File: src/verilog/ataf_pkg.sv
// Constants and types for the task-file command interpreter
`default_nettype none
package ataf_pkg;
  // APB register byte offsets
  localparam logic [7:0] OFF_FEAT = 8'h00;
  localparam logic [7:0] OFF_SCNT = 8'h04;
  localparam logic [7:0] OFF_CYLL = 8'h08;
  localparam logic [7:0] OFF_CYLH = 8'h0c;
  localparam logic [7:0] OFF_CMD = 8'h10;
  localparam logic [7:0] OFF_CFG = 8'h14;
  localparam logic [7:0] OFF_CTRL = 8'h18;
  // Status and control bit positions
  localparam int ST_BUSY = 0;
  localparam int ST_ERR = 1;
  localparam int ST_SLEEP = 2;
  localparam int ST_DONE = 3;
  localparam int ER_ABRT = 2;
  localparam int CT_SRST = 0;
  // Opcodes
  localparam logic [7:0] CMD_SETF = 8'hef;
  localparam logic [7:0] CMD_SETM = 8'hc6;
  localparam logic [7:0] CMD_SLP1 = 8'he6;
  localparam logic [7:0] CMD_SLP2 = 8'h99;
  localparam logic [7:0] CMD_SMRT = 8'hb0;
  // Feature codes
  localparam logic [7:0] F_B8ON = 8'h01;
  localparam logic [7:0] F_B8OFF = 8'h81;
  localparam logic [7:0] F_WCON = 8'h02;
  localparam logic [7:0] F_WCOFF = 8'h82;
  localparam logic [7:0] F_XFER = 8'h03;
  localparam logic [7:0] F_PWON = 8'h09;
  localparam logic [7:0] F_PWOFF = 8'h89;
  localparam logic [7:0] F_RLOFF = 8'h55;
  localparam logic [7:0] F_RLON = 8'haa;
  localparam logic [7:0] F_KEEP = 8'h66;
  localparam logic [7:0] F_REST = 8'hcc;
  localparam logic [7:0] F_NOP1 = 8'h69;
  localparam logic [7:0] F_NOP2 = 8'h96;
  localparam logic [7:0] F_NOP3 = 8'h97;
  // Transfer types, bits 7:3 of the sector count value
  localparam logic [4:0] XT_PIOD = 5'h00;
  localparam logic [4:0] XT_PIOF = 5'h01;
  localparam logic [4:0] XT_MWDMA = 5'h04;
  localparam logic [4:0] XT_UDMA = 5'h08;
  localparam logic [2:0] XM_DEF = 3'h0;
  localparam logic [2:0] XM_NORDY = 3'h1;
  // Reliability signature and subcommands
  localparam logic [7:0] SIG_LO = 8'h4f;
  localparam logic [7:0] SIG_HI = 8'hc2;
  localparam logic [7:0] BAD_LO = 8'hf4;
  localparam logic [7:0] BAD_HI = 8'h2c;
  localparam logic [7:0] SUB_STAT = 8'hda;
  localparam logic [7:0] SUB_ASAV = 8'hd2;
  localparam logic [7:0] ASAV_OFF = 8'h00;
  localparam logic [7:0] ASAV_ON = 8'hf1;
  // Idle timer
  localparam int IDLE_MS = 15;
  localparam int CLK_KHZ = 40000;
  localparam int IDLE_CYC = IDLE_MS * CLK_KHZ;
  typedef enum logic [2:0] {
    S_IDLE = 3'b001,
    S_EXEC = 3'b010,
    S_FLSH = 3'b100
  } ataf_state_e;
  typedef struct packed {
    logic byte_mode;
    logic wcache;
    logic iordy_dis;
    logic [2:0] pio_mode;
    logic mw_en;
    logic [2:0] mw_mode;
    logic udma_en;
    logic [2:0] udma_mode;
    logic ext_pwr;
    logic lookahead;
    logic autosave;
    logic multi_en;
    logic [7:0] multi_cnt;
  } ataf_cfg_s;
  localparam ataf_cfg_s CFG_RST = '0;
endpackage
`default_nettype wire

File: src/verilog/ataf_top.sv
// Task-file command interpreter for feature, multiple, sleep, SMART
`timescale 1ns/1ps
`default_nettype none
module ataf_top #(
  parameter int IDLE_CYCLES = ataf_pkg::IDLE_CYC,
  parameter logic [7:0] MAX_MULTI = 8'h80,
  parameter logic [2:0] MAX_PIO = 3'h7,
  parameter logic [2:0] MAX_MW = 3'h7,
  parameter logic [2:0] MAX_UDMA = 3'h7
) (
  input wire logic pclk,
  input wire logic presetn,
  input wire logic psel,
  input wire logic penable,
  input wire logic pwrite,
  input wire logic [7:0] paddr,
  input wire logic [31:0] pwdata,
  input wire logic [3:0] pstrb,
  output logic [31:0] prdata,
  output logic pready,
  output logic pslverr,
  input wire logic fatal_err,
  input wire logic flush_done,
  output ataf_pkg::ataf_cfg_s cfg,
  output logic data16_ok,
  output logic flush_req,
  output logic sleep,
  output logic busy,
  output logic cmd_done
);
  localparam int TW = $clog2(IDLE_CYCLES + 1);
  localparam logic [TW-1:0] T_END = TW'(IDLE_CYCLES - 1);

  ataf_pkg::ataf_state_e state_reg;
  ataf_pkg::ataf_cfg_s cfg_next;
  logic [7:0] feat_reg, scnt_reg, cyll_reg, cylh_reg, op_reg;
  logic [7:0] cyll_next, cylh_next;
  logic keep_reg, fatal_reg, err_reg, done_reg, abort_next, flush_next;
  logic [TW-1:0] idle_cnt;
  logic acc, wr_acc, rd_acc, cmd_go, srst_go, st_rd, exec, mapped;
  logic [31:0] rdata_next;

  assign acc = psel & penable & pready;
  assign wr_acc = acc & pwrite & ~pslverr & pstrb[0];
  assign rd_acc = acc & ~pwrite;
  assign cmd_go = wr_acc & (paddr == ataf_pkg::OFF_CMD) & ~busy;
  assign srst_go = wr_acc & (paddr == ataf_pkg::OFF_CTRL) &
                   pwdata[ataf_pkg::CT_SRST];
  assign st_rd = rd_acc & (paddr == ataf_pkg::OFF_CMD);
  assign exec = (state_reg == ataf_pkg::S_EXEC);

  // Address decode and read mux
  always_comb begin
    mapped = 1'b1;
    rdata_next = 32'h0000_0000;
    if (paddr == ataf_pkg::OFF_FEAT) begin
      rdata_next[ataf_pkg::ER_ABRT] = err_reg;
    end else if (paddr == ataf_pkg::OFF_SCNT) begin
      rdata_next[7:0] = scnt_reg;
    end else if (paddr == ataf_pkg::OFF_CYLL) begin
      rdata_next[7:0] = cyll_reg;
    end else if (paddr == ataf_pkg::OFF_CYLH) begin
      rdata_next[7:0] = cylh_reg;
    end else if (paddr == ataf_pkg::OFF_CMD) begin
      rdata_next[ataf_pkg::ST_BUSY] = busy;
      rdata_next[ataf_pkg::ST_ERR] = err_reg;
      rdata_next[ataf_pkg::ST_SLEEP] = sleep;
      rdata_next[ataf_pkg::ST_DONE] = done_reg;
    end else if (paddr == ataf_pkg::OFF_CFG) begin
      rdata_next[$bits(ataf_pkg::ataf_cfg_s)-1:0] = cfg;
    end else if (paddr == ataf_pkg::OFF_CTRL) begin
      rdata_next[0] = keep_reg;
    end else begin
      mapped = 1'b0;
    end
  end

  // APB answer: ready in the first access cycle
  always_ff @(posedge pclk or negedge presetn) begin
    if (!presetn) begin
      pready <= 1'b0;
      pslverr <= 1'b0;
      prdata <= 32'h0000_0000;
    end else begin
      pready <= psel & ~penable;
      pslverr <= psel & ~penable & ~mapped;
      if (psel & ~penable) begin
        prdata <= rdata_next;
      end
    end
  end

  // Task-file registers; host writes ignored while busy
  always_ff @(posedge pclk or negedge presetn) begin
    if (!presetn) begin
      feat_reg <= 8'h00;
      scnt_reg <= 8'h00;
      cyll_reg <= 8'h00;
      cylh_reg <= 8'h00;
      op_reg <= 8'h00;
    end else if (exec) begin
      cyll_reg <= cyll_next;
      cylh_reg <= cylh_next;
    end else if (wr_acc & ~busy) begin
      if (paddr == ataf_pkg::OFF_FEAT) begin
        feat_reg <= pwdata[7:0];
      end else if (paddr == ataf_pkg::OFF_SCNT) begin
        scnt_reg <= pwdata[7:0];
      end else if (paddr == ataf_pkg::OFF_CYLL) begin
        cyll_reg <= pwdata[7:0];
      end else if (paddr == ataf_pkg::OFF_CYLH) begin
        cylh_reg <= pwdata[7:0];
      end else if (paddr == ataf_pkg::OFF_CMD) begin
        op_reg <= pwdata[7:0];
      end
    end
  end

  // Command decode
  always_comb begin
    cfg_next = cfg;
    abort_next = 1'b0;
    flush_next = 1'b0;
    cyll_next = cyll_reg;
    cylh_next = cylh_reg;
    case (op_reg)
      ataf_pkg::CMD_SETF: begin
        case (feat_reg)
          ataf_pkg::F_B8ON: cfg_next.byte_mode = 1'b1;
          ataf_pkg::F_B8OFF: cfg_next.byte_mode = 1'b0;
          ataf_pkg::F_WCON: cfg_next.wcache = 1'b1;
          ataf_pkg::F_WCOFF: begin
            cfg_next.wcache = 1'b0;
            flush_next = cfg.wcache;
          end
          ataf_pkg::F_XFER: begin
            case (scnt_reg[7:3])
              ataf_pkg::XT_PIOD: begin
                if (scnt_reg[2:0] == ataf_pkg::XM_DEF ||
                    scnt_reg[2:0] == ataf_pkg::XM_NORDY) begin
                  cfg_next.pio_mode = 3'h0;
                  cfg_next.iordy_dis = scnt_reg[0];
                end else begin
                  abort_next = 1'b1;
                end
              end
              ataf_pkg::XT_PIOF: begin
                if (scnt_reg[2:0] <= MAX_PIO) begin
                  cfg_next.pio_mode = scnt_reg[2:0];
                  cfg_next.iordy_dis = 1'b0;
                end else begin
                  abort_next = 1'b1;
                end
              end
              ataf_pkg::XT_MWDMA: begin
                if (scnt_reg[2:0] <= MAX_MW) begin
                  cfg_next.mw_en = 1'b1;
                  cfg_next.mw_mode = scnt_reg[2:0];
                  cfg_next.udma_en = 1'b0;
                end else begin
                  abort_next = 1'b1;
                end
              end
              ataf_pkg::XT_UDMA: begin
                if (scnt_reg[2:0] <= MAX_UDMA) begin
                  cfg_next.udma_en = 1'b1;
                  cfg_next.udma_mode = scnt_reg[2:0];
                  cfg_next.mw_en = 1'b0;
                end else begin
                  abort_next = 1'b1;
                end
              end
              default: abort_next = 1'b1;
            endcase
          end
          ataf_pkg::F_PWON: cfg_next.ext_pwr = 1'b1;
          ataf_pkg::F_PWOFF: cfg_next.ext_pwr = 1'b0;
          ataf_pkg::F_RLOFF: cfg_next.lookahead = 1'b0;
          ataf_pkg::F_RLON: cfg_next.lookahead = 1'b1;
          ataf_pkg::F_KEEP, ataf_pkg::F_REST: begin
          end
          ataf_pkg::F_NOP1, ataf_pkg::F_NOP2, ataf_pkg::F_NOP3: begin
          end
          default: abort_next = 1'b1;
        endcase
      end
      ataf_pkg::CMD_SETM: begin
        if (scnt_reg == 8'h00) begin
          cfg_next.multi_en = 1'b0;
        end else if (scnt_reg <= MAX_MULTI) begin
          cfg_next.multi_en = 1'b1;
          cfg_next.multi_cnt = scnt_reg;
        end else begin
          cfg_next.multi_en = 1'b0;
          abort_next = 1'b1;
        end
      end
      ataf_pkg::CMD_SLP1, ataf_pkg::CMD_SLP2: begin
      end
      ataf_pkg::CMD_SMRT: begin
        if (cylh_reg != ataf_pkg::SIG_HI || cyll_reg != ataf_pkg::SIG_LO) begin
          abort_next = 1'b1;
        end else if (feat_reg == ataf_pkg::SUB_STAT) begin
          cyll_next = fatal_reg ? ataf_pkg::BAD_LO : ataf_pkg::SIG_LO;
          cylh_next = fatal_reg ? ataf_pkg::BAD_HI : ataf_pkg::SIG_HI;
        end else if (feat_reg == ataf_pkg::SUB_ASAV) begin
          if (scnt_reg == ataf_pkg::ASAV_OFF) begin
            cfg_next.autosave = 1'b0;
          end else if (scnt_reg == ataf_pkg::ASAV_ON) begin
            cfg_next.autosave = 1'b1;
          end else begin
            abort_next = 1'b1;
          end
        end else begin
          abort_next = 1'b1;
        end
      end
      default: abort_next = 1'b1;
    endcase
    if (abort_next && op_reg != ataf_pkg::CMD_SETM) begin
      cfg_next = cfg;
      flush_next = 1'b0;
    end
  end

  // Command sequencer, settings and completion
  always_ff @(posedge pclk or negedge presetn) begin
    if (!presetn) begin
      state_reg <= ataf_pkg::S_IDLE;
      cfg <= ataf_pkg::CFG_RST;
      keep_reg <= 1'b0;
      busy <= 1'b0;
      err_reg <= 1'b0;
      flush_req <= 1'b0;
      cmd_done <= 1'b0;
      data16_ok <= 1'b1;
    end else begin
      cmd_done <= 1'b0;
      flush_req <= 1'b0;
      data16_ok <= ~cfg.byte_mode;
      if (srst_go) begin
        state_reg <= ataf_pkg::S_IDLE;
        busy <= 1'b0;
        err_reg <= 1'b0;
        if (!keep_reg) begin
          cfg <= ataf_pkg::CFG_RST;
        end
      end else begin
        case (state_reg)
          ataf_pkg::S_IDLE: begin
            if (cmd_go) begin
              busy <= 1'b1;
              state_reg <= ataf_pkg::S_EXEC;
            end
          end
          ataf_pkg::S_EXEC: begin
            cfg <= cfg_next;
            err_reg <= abort_next;
            if (op_reg == ataf_pkg::CMD_SETF && !abort_next) begin
              if (feat_reg == ataf_pkg::F_KEEP) begin
                keep_reg <= 1'b1;
              end else if (feat_reg == ataf_pkg::F_REST) begin
                keep_reg <= 1'b0;
              end
            end
            if (flush_next) begin
              flush_req <= 1'b1;
              state_reg <= ataf_pkg::S_FLSH;
            end else begin
              busy <= 1'b0;
              cmd_done <= 1'b1;
              state_reg <= ataf_pkg::S_IDLE;
            end
          end
          ataf_pkg::S_FLSH: begin
            if (flush_done) begin
              busy <= 1'b0;
              cmd_done <= 1'b1;
              state_reg <= ataf_pkg::S_IDLE;
            end
          end
          default: state_reg <= ataf_pkg::S_IDLE;
        endcase
      end
    end
  end

  // Sticky completion flag; a new completion beats a status read
  always_ff @(posedge pclk or negedge presetn) begin
    if (!presetn) begin
      done_reg <= 1'b0;
    end else if (cmd_done) begin
      done_reg <= 1'b1;
    end else if (st_rd) begin
      done_reg <= 1'b0;
    end
  end

  // Fatal error latch for the reliability status
  always_ff @(posedge pclk or negedge presetn) begin
    if (!presetn) begin
      fatal_reg <= 1'b0;
    end else if (fatal_err) begin
      fatal_reg <= 1'b1;
    end
  end

  // Sleep state and idle timer
  always_ff @(posedge pclk or negedge presetn) begin
    if (!presetn) begin
      sleep <= 1'b0;
      idle_cnt <= '0;
    end else begin
      if (cmd_go || busy || sleep) begin
        idle_cnt <= '0;
      end else if (idle_cnt == T_END) begin
        idle_cnt <= '0;
      end else begin
        idle_cnt <= idle_cnt + 1'b1;
      end
      if (cmd_go) begin
        sleep <= 1'b0;
      end else if (exec && !abort_next &&
                   (op_reg == ataf_pkg::CMD_SLP1 ||
                    op_reg == ataf_pkg::CMD_SLP2)) begin
        sleep <= 1'b1;
      end else if (!busy && idle_cnt == T_END) begin
        sleep <= 1'b1;
      end
    end
  end

  a_cmd_busy: assert property (@(posedge pclk) disable iff (!presetn)
    cmd_go |=> busy ##1 (busy || cmd_done))
    else $error("busy not raised on command");
  a_busy_clear: assert property (@(posedge pclk) disable iff (!presetn)
    (exec && !flush_next && !srst_go) |=> (!busy && cmd_done))
    else $error("busy not cleared at completion");
  a_byte_mode: assert property (@(posedge pclk) disable iff (!presetn)
    (exec && op_reg == ataf_pkg::CMD_SETF && feat_reg == ataf_pkg::F_B8ON
     && !srst_go) |=> cfg.byte_mode ##1 !data16_ok)
    else $error("byte mode not applied");
  a_smart_ok: assert property (@(posedge pclk) disable iff (!presetn)
    (exec && op_reg == ataf_pkg::CMD_SMRT && feat_reg == ataf_pkg::SUB_STAT
     && !abort_next && !fatal_reg) |=>
    (cyll_reg == ataf_pkg::SIG_LO && cylh_reg == ataf_pkg::SIG_HI))
    else $error("healthy signature wrong");
  a_smart_bad: assert property (@(posedge pclk) disable iff (!presetn)
    (exec && op_reg == ataf_pkg::CMD_SMRT && feat_reg == ataf_pkg::SUB_STAT
     && !abort_next && fatal_reg) |=>
    (cyll_reg == ataf_pkg::BAD_LO && cylh_reg == ataf_pkg::BAD_HI))
    else $error("fatal signature wrong");
  a_multi_zero: assert property (@(posedge pclk) disable iff (!presetn)
    (exec && op_reg == ataf_pkg::CMD_SETM && scnt_reg == 8'h00 && !srst_go)
    |=> (!cfg.multi_en && !err_reg))
    else $error("zero count mishandled");
  a_bad_feat: assert property (@(posedge pclk) disable iff (!presetn)
    (exec && op_reg == ataf_pkg::CMD_SETF && abort_next && !srst_go)
    |=> (err_reg && cfg == $past(cfg)))
    else $error("bad feature changed settings");
  a_sleep_cmd: assert property (@(posedge pclk) disable iff (!presetn)
    (exec && (op_reg == ataf_pkg::CMD_SLP1 || op_reg == ataf_pkg::CMD_SLP2)
     && !srst_go) |=> (sleep && cmd_done && !busy))
    else $error("sleep command not completed");
  a_wake_cmd: assert property (@(posedge pclk) disable iff (!presetn)
    (cmd_go && sleep) |=> !sleep)
    else $error("command did not wake device");
  a_idle_sleep: assert property (@(posedge pclk) disable iff (!presetn)
    (!busy && !cmd_go && !sleep && idle_cnt == T_END) |=> sleep)
    else $error("idle timer did not sleep");
  a_flush_req: assert property (@(posedge pclk) disable iff (!presetn)
    (exec && flush_next && !srst_go) |=> (flush_req && busy) ##1 !flush_req)
    else $error("flush not requested");
endmodule
`default_nettype wire

File: config.mk
export PLATFORM = sky130hd
export DESIGN_NAME = ataf_top
export DESIGN_NICKNAME = d
export VERILOG_FILES = /design/src/verilog/ataf_pkg.sv /design/src/verilog/ataf_top.sv
export SDC_FILE = /design/constraint.sdc
export NUM_CORES = 1
export LEC_CHECK = 0
export ABC_AREA = 1
export BUFFER_PORTS_ARGS = -buffer_cell sky130_fd_sc_hd__buf_2
export CORE_UTILIZATION = 51
export CTS_CLUSTER_DIAMETER = 120
export DETAILED_ROUTE_END_ITERATION = 16
export GPL_TIMING_DRIVEN = 1
export HOLD_SLACK_MARGIN = 0.08
export PLACE_DENSITY = 0.77
export SLEW_MARGIN = 10
export SYNTH_ARGS = -nofsm -noshare
export SYNTH_HDL_FRONTEND = slang
export SYNTH_SLANG_ARGS = --single-unit
File: constraint.sdc
create_clock -name pclk -period 1.7 [get_ports pclk]
set_input_delay 0.085 -clock pclk [delete_from_list [all_inputs] [get_ports pclk]]
set_output_delay 0.085 -clock pclk [all_outputs]
set_load 0.02 [all_outputs]
After elaboration in Yosys (flattened, before gate mapping)
Cells that the tools add are included.

storage, ports and cells
  word-level logic and storage cells = 294
  register bits after elaboration = 126

cells by class
  bitwise logic cells = 26
  $lt $le $gt $ge = 2
  muxes and demuxes = 114
  eq/ne operators = 57
  add/sub/neg operators = 1
  reduce and logical (&&, ||, !) cells = 62

operators by type and width
  operator                                             count
  two-way mux 8 bit                                    24
  equality test 8 bit, second input constant           15
  two-way mux 26 bit                                   4
  two-way mux 18 bit                                   3
  two-way mux 1 bit                                    50
  two-way mux 20 bit                                   2
  AND reduction 8 bit                                  4
  nonzero test 2 bit                                   15
  AND reduction 7 bit                                  4
  two-way mux 25 bit                                   1
  equality test 8 x 4 -> 1 bit, second input constant  3
  equality test 8 x 5 -> 1 bit, second input constant  3
  equality test 8 x 7 -> 1 bit, second input constant  3
  nonzero test 3 bit                                   8
  two-way mux 23 bit                                   1
  two-way mux 22 bit                                   1
  inequality test 3 bit, second input constant         7
  adder 20 x 1 -> 20 bit, second input constant        1
  equality test 20 bit, second input constant          1
  AND reduction 5 bit                                  4
  two-way mux 3 bit                                    6
  inequality test 2 bit, second input constant         9
  case mux 1 bit (2 select lines)                      9
  equality test 8 x 2 -> 1 bit, second input constant  2
  39 further kinds                                     82

Logic depth before layout (Yosys ltp)
  depth after elaboration = 12
  gate-level depth with buffers = 15
  gate-level depth less buffers = 15

Worst setup path before layout
Ideal clock, no wire load.

  kind = register to register
  start point = register pslverr
  end point = register busy
  library setup time = 121 ps
  arrival time = 1655 ps
  required time = 1579 ps
  period minus slack after synthesis = 1776 ps
  stages on the path, launching flop included = 14
  path slack = -76 ps
  cells stage by stage = dfrtp_1 -> nand3b_1 -> nor2_2 -> inv_1 -> nor2_1 -> inv_1 -> nor2_1 -> nor2_1 -> inv_1 -> nand2_1 -> nor2_2 -> inv_1 -> nor2_1 -> a21oi_1

between the ends
  longest elaborated chain between the ends = 7
  elaborated cells between the ends (all ways) = 13
  classes of those cells = eq/ne (3); mux (1); bitwise (7); reduce/logical (2)

ends and longest elaborated chain
  element                                                                       line                            text
  start: declaration                                                            ataf_top.sv:21                  output logic pslverr,
  start signal: assignment                                                      ataf_top.sv:86                  pslverr <= psel & ~penable & ~mapped;
  inverter 1 bit *                                                              ataf_top.sv:44                  assign wr_acc = acc & pwrite & ~pslverr & pstrb[0];
  AND 1 bit * (2 in series)                                                     ataf_top.sv:44
  AND 1 bit, on equally long branches (2 in series)                             ataf_top.sv:46, ataf_top.sv:47
  inequality test 3 bit (no line) / nonzero test 4 bit (equally long branches)  --
  AND reduction 4 bit (no line)                                                 --
  end signal: assignment                                                        ataf_top.sv:232                 busy <= 1'b0;
  end signal: assignment                                                        ataf_top.sv:243                 busy <= 1'b0;
  end signal: assignment                                                        ataf_top.sv:252                 busy <= 1'b1;
  end: declaration                                                              ataf_top.sv:28                  output logic busy,

Every way passes the cells marked *; elsewhere a longest branch is shown, timed or not.
A chain may end at the register's enable or synchronous reset.

Worst setup path after layout
  start point = register feat_reg[3]
  end point = register keep_reg

between the ends
  longest elaborated chain between the ends = 8
  elaborated cells between the ends (all ways) = 27
  classes of those cells = eq/ne (16); mux (6); reduce/logical (5)

ends and longest elaborated chain
  element                                                      line             text
  start: declaration                                           ataf_top.sv:36   logic [7:0] feat_reg, scnt_reg, cyll_reg, cylh_reg, op_reg;
  start signal: assignment                                     ataf_top.sv:106  feat_reg <= pwdata[7:0];
  branches (longest 8 deep; another with OR reduction 13 bit)  --
  end signal: assignment                                       ataf_top.sv:231  keep_reg <= 1'b0;
  end signal: assignment                                       ataf_top.sv:261  keep_reg <= 1'b1;
  end signal: assignment                                       ataf_top.sv:263  keep_reg <= 1'b0;
  end: declaration                                             ataf_top.sv:38   logic keep_reg, fatal_reg, err_reg, done_reg, abort_next, flush_next;

Parallel ways; which one is timed is not known.

==> results.md <==
* Least-Margin Pin Slew at between 0.7 and 0.8 ns
* Routed met2 length at ~13000 um
* Global-route wire length before repair at about 35000 um
* Netlist Area Pre-Place at ~6600 um2
* Routed vias at roughly 8000
* Sw power at ~2.2 mW
* Clock share of power at 0.467
* Initial antenna violation count at 0
* Post-DP HPWL at about 14000 um
* Mapped Cells at ~860
* Reg2reg path depth at 14
* Root Driver: clkbuf_16
* Final setup skew at between 0.01 and 0.015 ns
* Final Setup Violations at 93
* RePlAce Congestion at 0.8861
* Metal3 WL at 2950 um
* Netlist cell types at 53
* Biggest regs: cfg (26), prdata (26), idle_cnt (20)
* Synthesis-to-finish area growth at 56.46%
* Largest buffer count on any clock path at 2
* Reg2Reg Setup Slack at -0.43 ns
* Cell row count at 41
* Max-cap violations at 0
* Seq/Total Area, Yosys at 0.4793
* Initial Utilization at 0.5217
* Clock latency on the worst-skew pair at about 0.45 ns
* Drt first pass iters at 7
* Post-synth EDFFs at 0
* Worst Setup Start Kind: flip-flop
* Final net count at around 1200
* Ys flop type: dfrtp_1
* Crit path cell chain: inv_1, nor2_1, nand2_1, nor2_2, nor2_2, nand2_2, nand2_2, nor2_4, buf_4, nand2_2, nor2_4, nand2_2, o21ai_1, inv_1
* TritonCTS sink count at about 130
* IO Port Bufs at 82
* Cell Count Post-Placement at 1235
* Crit path max fanout at 4
* Critical Path RT at about 2 ns
* CTS tree: built
* I/O pins at roughly 120
* Share of layout cells above drive strength 1 at 0.4535
* Highest achievable clock rate at ~0.47 GHz
* Endpoint class of the critical path: flip-flop
* Reg2reg start: feat_reg[3]
* Failing checks: setup timing
* Via density at approximately 6.1
* Critical path launch point: feat_reg[3]
* Flop pwr share at 0.402
* Async set-reset flop share out of synthesis at 1.000
* Final period utilization at 1.255
* Crit path DAT at ~2.5 ns
* Cell area after placement at 8180 um2
* Clock buffer count from CTS at 17
* Mean Syn Cell Area at between 7 and 8 um2
* Final wirelength at 28310 um
* Non-Filler Instances at about 1300
* Top routing layer used: met4
* Largest net degree at the start of global routing at 68
* Std-Cell Core Area at around 13000 um2
* H-tree Lvls at 4
* Reg-to-Reg End: keep_reg
* Outcome: finished with violations
* Total Routing Usage GR at 0.3416
* Tmin final at 2.134 ns
* RSZ-0062 raised after global routing: true
* Vias in the first global route at between 7000 and 8000
* Most frequent cells in the layout: nand2_1, buf_4, dfrtp_1, inv_1, buf_2
* Synthesis Warnings at 0
* Buf/Inv on CP at 3
* Peak supply drop at between 0.0008 and 0.0009 V
* Gr ovfl total at 0
* Most common cell after layout, fill and taps aside: nand2_1
* Combinational power share at 0.131
* Slew HR at 0.4641
* Routed met1 length at ~9500 um
* Internal power at about 5.7 mW
* Slowest CP cell: dfrtp_2
* Sw frac at 0.2788
* Tot Pwr at a little under 8 mW
* Antenna cells at 0
* PwrDens at around 770 nW/um2
* Die height at roughly 120 um
* Crit path depth at 14
* Pleak at around 5.1 nW
* Clock transition at path regs at approximately 0.070 ns
* First DRT Iteration DRCs at around 1300
* Die ar. at about 13000 um2
* Final Hold Viols at 0
* WL per Instance at between 20 and 25 um
* Cell mode on critical path: nand2_2
* CP Class: flip-flop to flip-flop
* Fin area at about 10000 um2
* Slowest Stage Delay on Critical Path at roughly 0.4 ns
* Slew Limit Fails at 0
* Crit-path leading delay family: simple AND/OR/NAND/NOR gates
* Final setup margin at -0.4337 ns
* Residual DRC count at 0
* Post-Place Setup Slack at -0.2662 ns
* Post-route ant nets at 0
* Min-delay worst type: input port to flip-flop
* FF+latch count, synth at approximately 130
* Die width at between 100 and 150 um
* Fin Hold WS at approximately 0.18 ns
* Critical path capture point: keep_reg
synthesized netlist by cell type (all sizes together), types with 3 or more instances:
cell type	instances	area, um2
dfrtp	124	3103
xnor2	3	26.28
nand2	245	947.2
buf	15	95.08
clkbuf	8	30.03
mux2	4	45.04
o21ai	88	440.4
xor2	3	26.28
nor3	14	112.6
a31oi	3	18.77
nand3	53	300.3
a21oi	22	110.1
inv	102	382.9
nor4	4	40.04
o21a	3	22.52
nand4	13	87.58
nor2	129	524.3
or2	5	31.28
o22ai	3	25.02
tightest hold or removal path: stages:
cell	delay, ns
buf_2	0.12
inv_1	0.07
nor2_1	0.06
buf_4	0.21
layout make-up:
type | count | area [um2]
flip-flops and latches | 126 | 3168
multi-input cells | 618 | 3736
repair buffers | 295 | 2201
well taps | 172 | 215.2
clock buffers | 20 | 456.7
fillers | 636 | 2318
inverters | 102 | 387.9
clock inverters | 12 | 136.4
per-stage QoR:
| step | setup TNS (ns) | utilization |
|---|---|---|
| 5_1_grt | -29.69 | 0.8163 |
| 4_1_cts | -2.419 | 0.7636 |
| 2_1_floorplan | -0.7465 | - |
| 6_report | -20.98 | 0.8163 |
| 3_3_place_gp | -3.699 | 0.6482 |
| 3_5_place_dp | -6.705 | 0.6482 |
kinds of logic (layout without fill, tap and decap cells):
kind of cell | after synthesis | count (layout) | synth area share
and+or+nand+nor | 468 | 469 | 0.3157
AOI/OAI and AO/OA | 132 | 132 | 0.1106
DFF | 126 | 126 | 0.4793
buffers and inverters | 125 | 429 | 0.07716
xor gates and xnor gates | 6 | 6 | 0.007983
muxes | 4 | 4 | 0.006841
adders and majority gates | 1 | 1 | 0.001900
other | 1 | 6 | 0.0005696
metal layers:
layer / track usage / vias to the layer above
met2: 0.5948 / 719
met1: 0.3866 / 3856
met3: 0.08368 / 259
met4: 0.1872 / 0
met5: 0 / -
li1: - / 3354
what timing repair did:
action	in CTS	in global routing
buffers inserted	39	27
pin swaps	55	47
gates cloned	2	0
hold buffers	13	0
endpoints found under the hold margin	154	0
resized for setup	132	132
setup endpoints to repair	88	92
power by group through the flow:
stage	Combinational (mW)	Sequential, mW	Clock, mW
after floorplan	0.372	3.23	0
after global placement	0.730	3.22	0
after detailed placement	0.750	3.22	0
after CTS	0.864	3.18	3.64
after global routing	1.10	3.19	3.84
final	1.05	3.19	3.72
how the worst min path moves through the flow:
stage	from	to	slack [ns]	cells after the start
2_1_floorplan	presetn	busy	-0.21	0
5_1_grt	psel	pready	0.20	4
4_1_cts	psel	pready	0.13	4
6_report	psel	pready	0.18	4
3_5_place_dp	presetn	idle_cnt[10]	0.12	2
3_3_place_gp	presetn	idle_cnt[10]	0.12	2
Note: power is estimated with default switching activity, not from simulation.
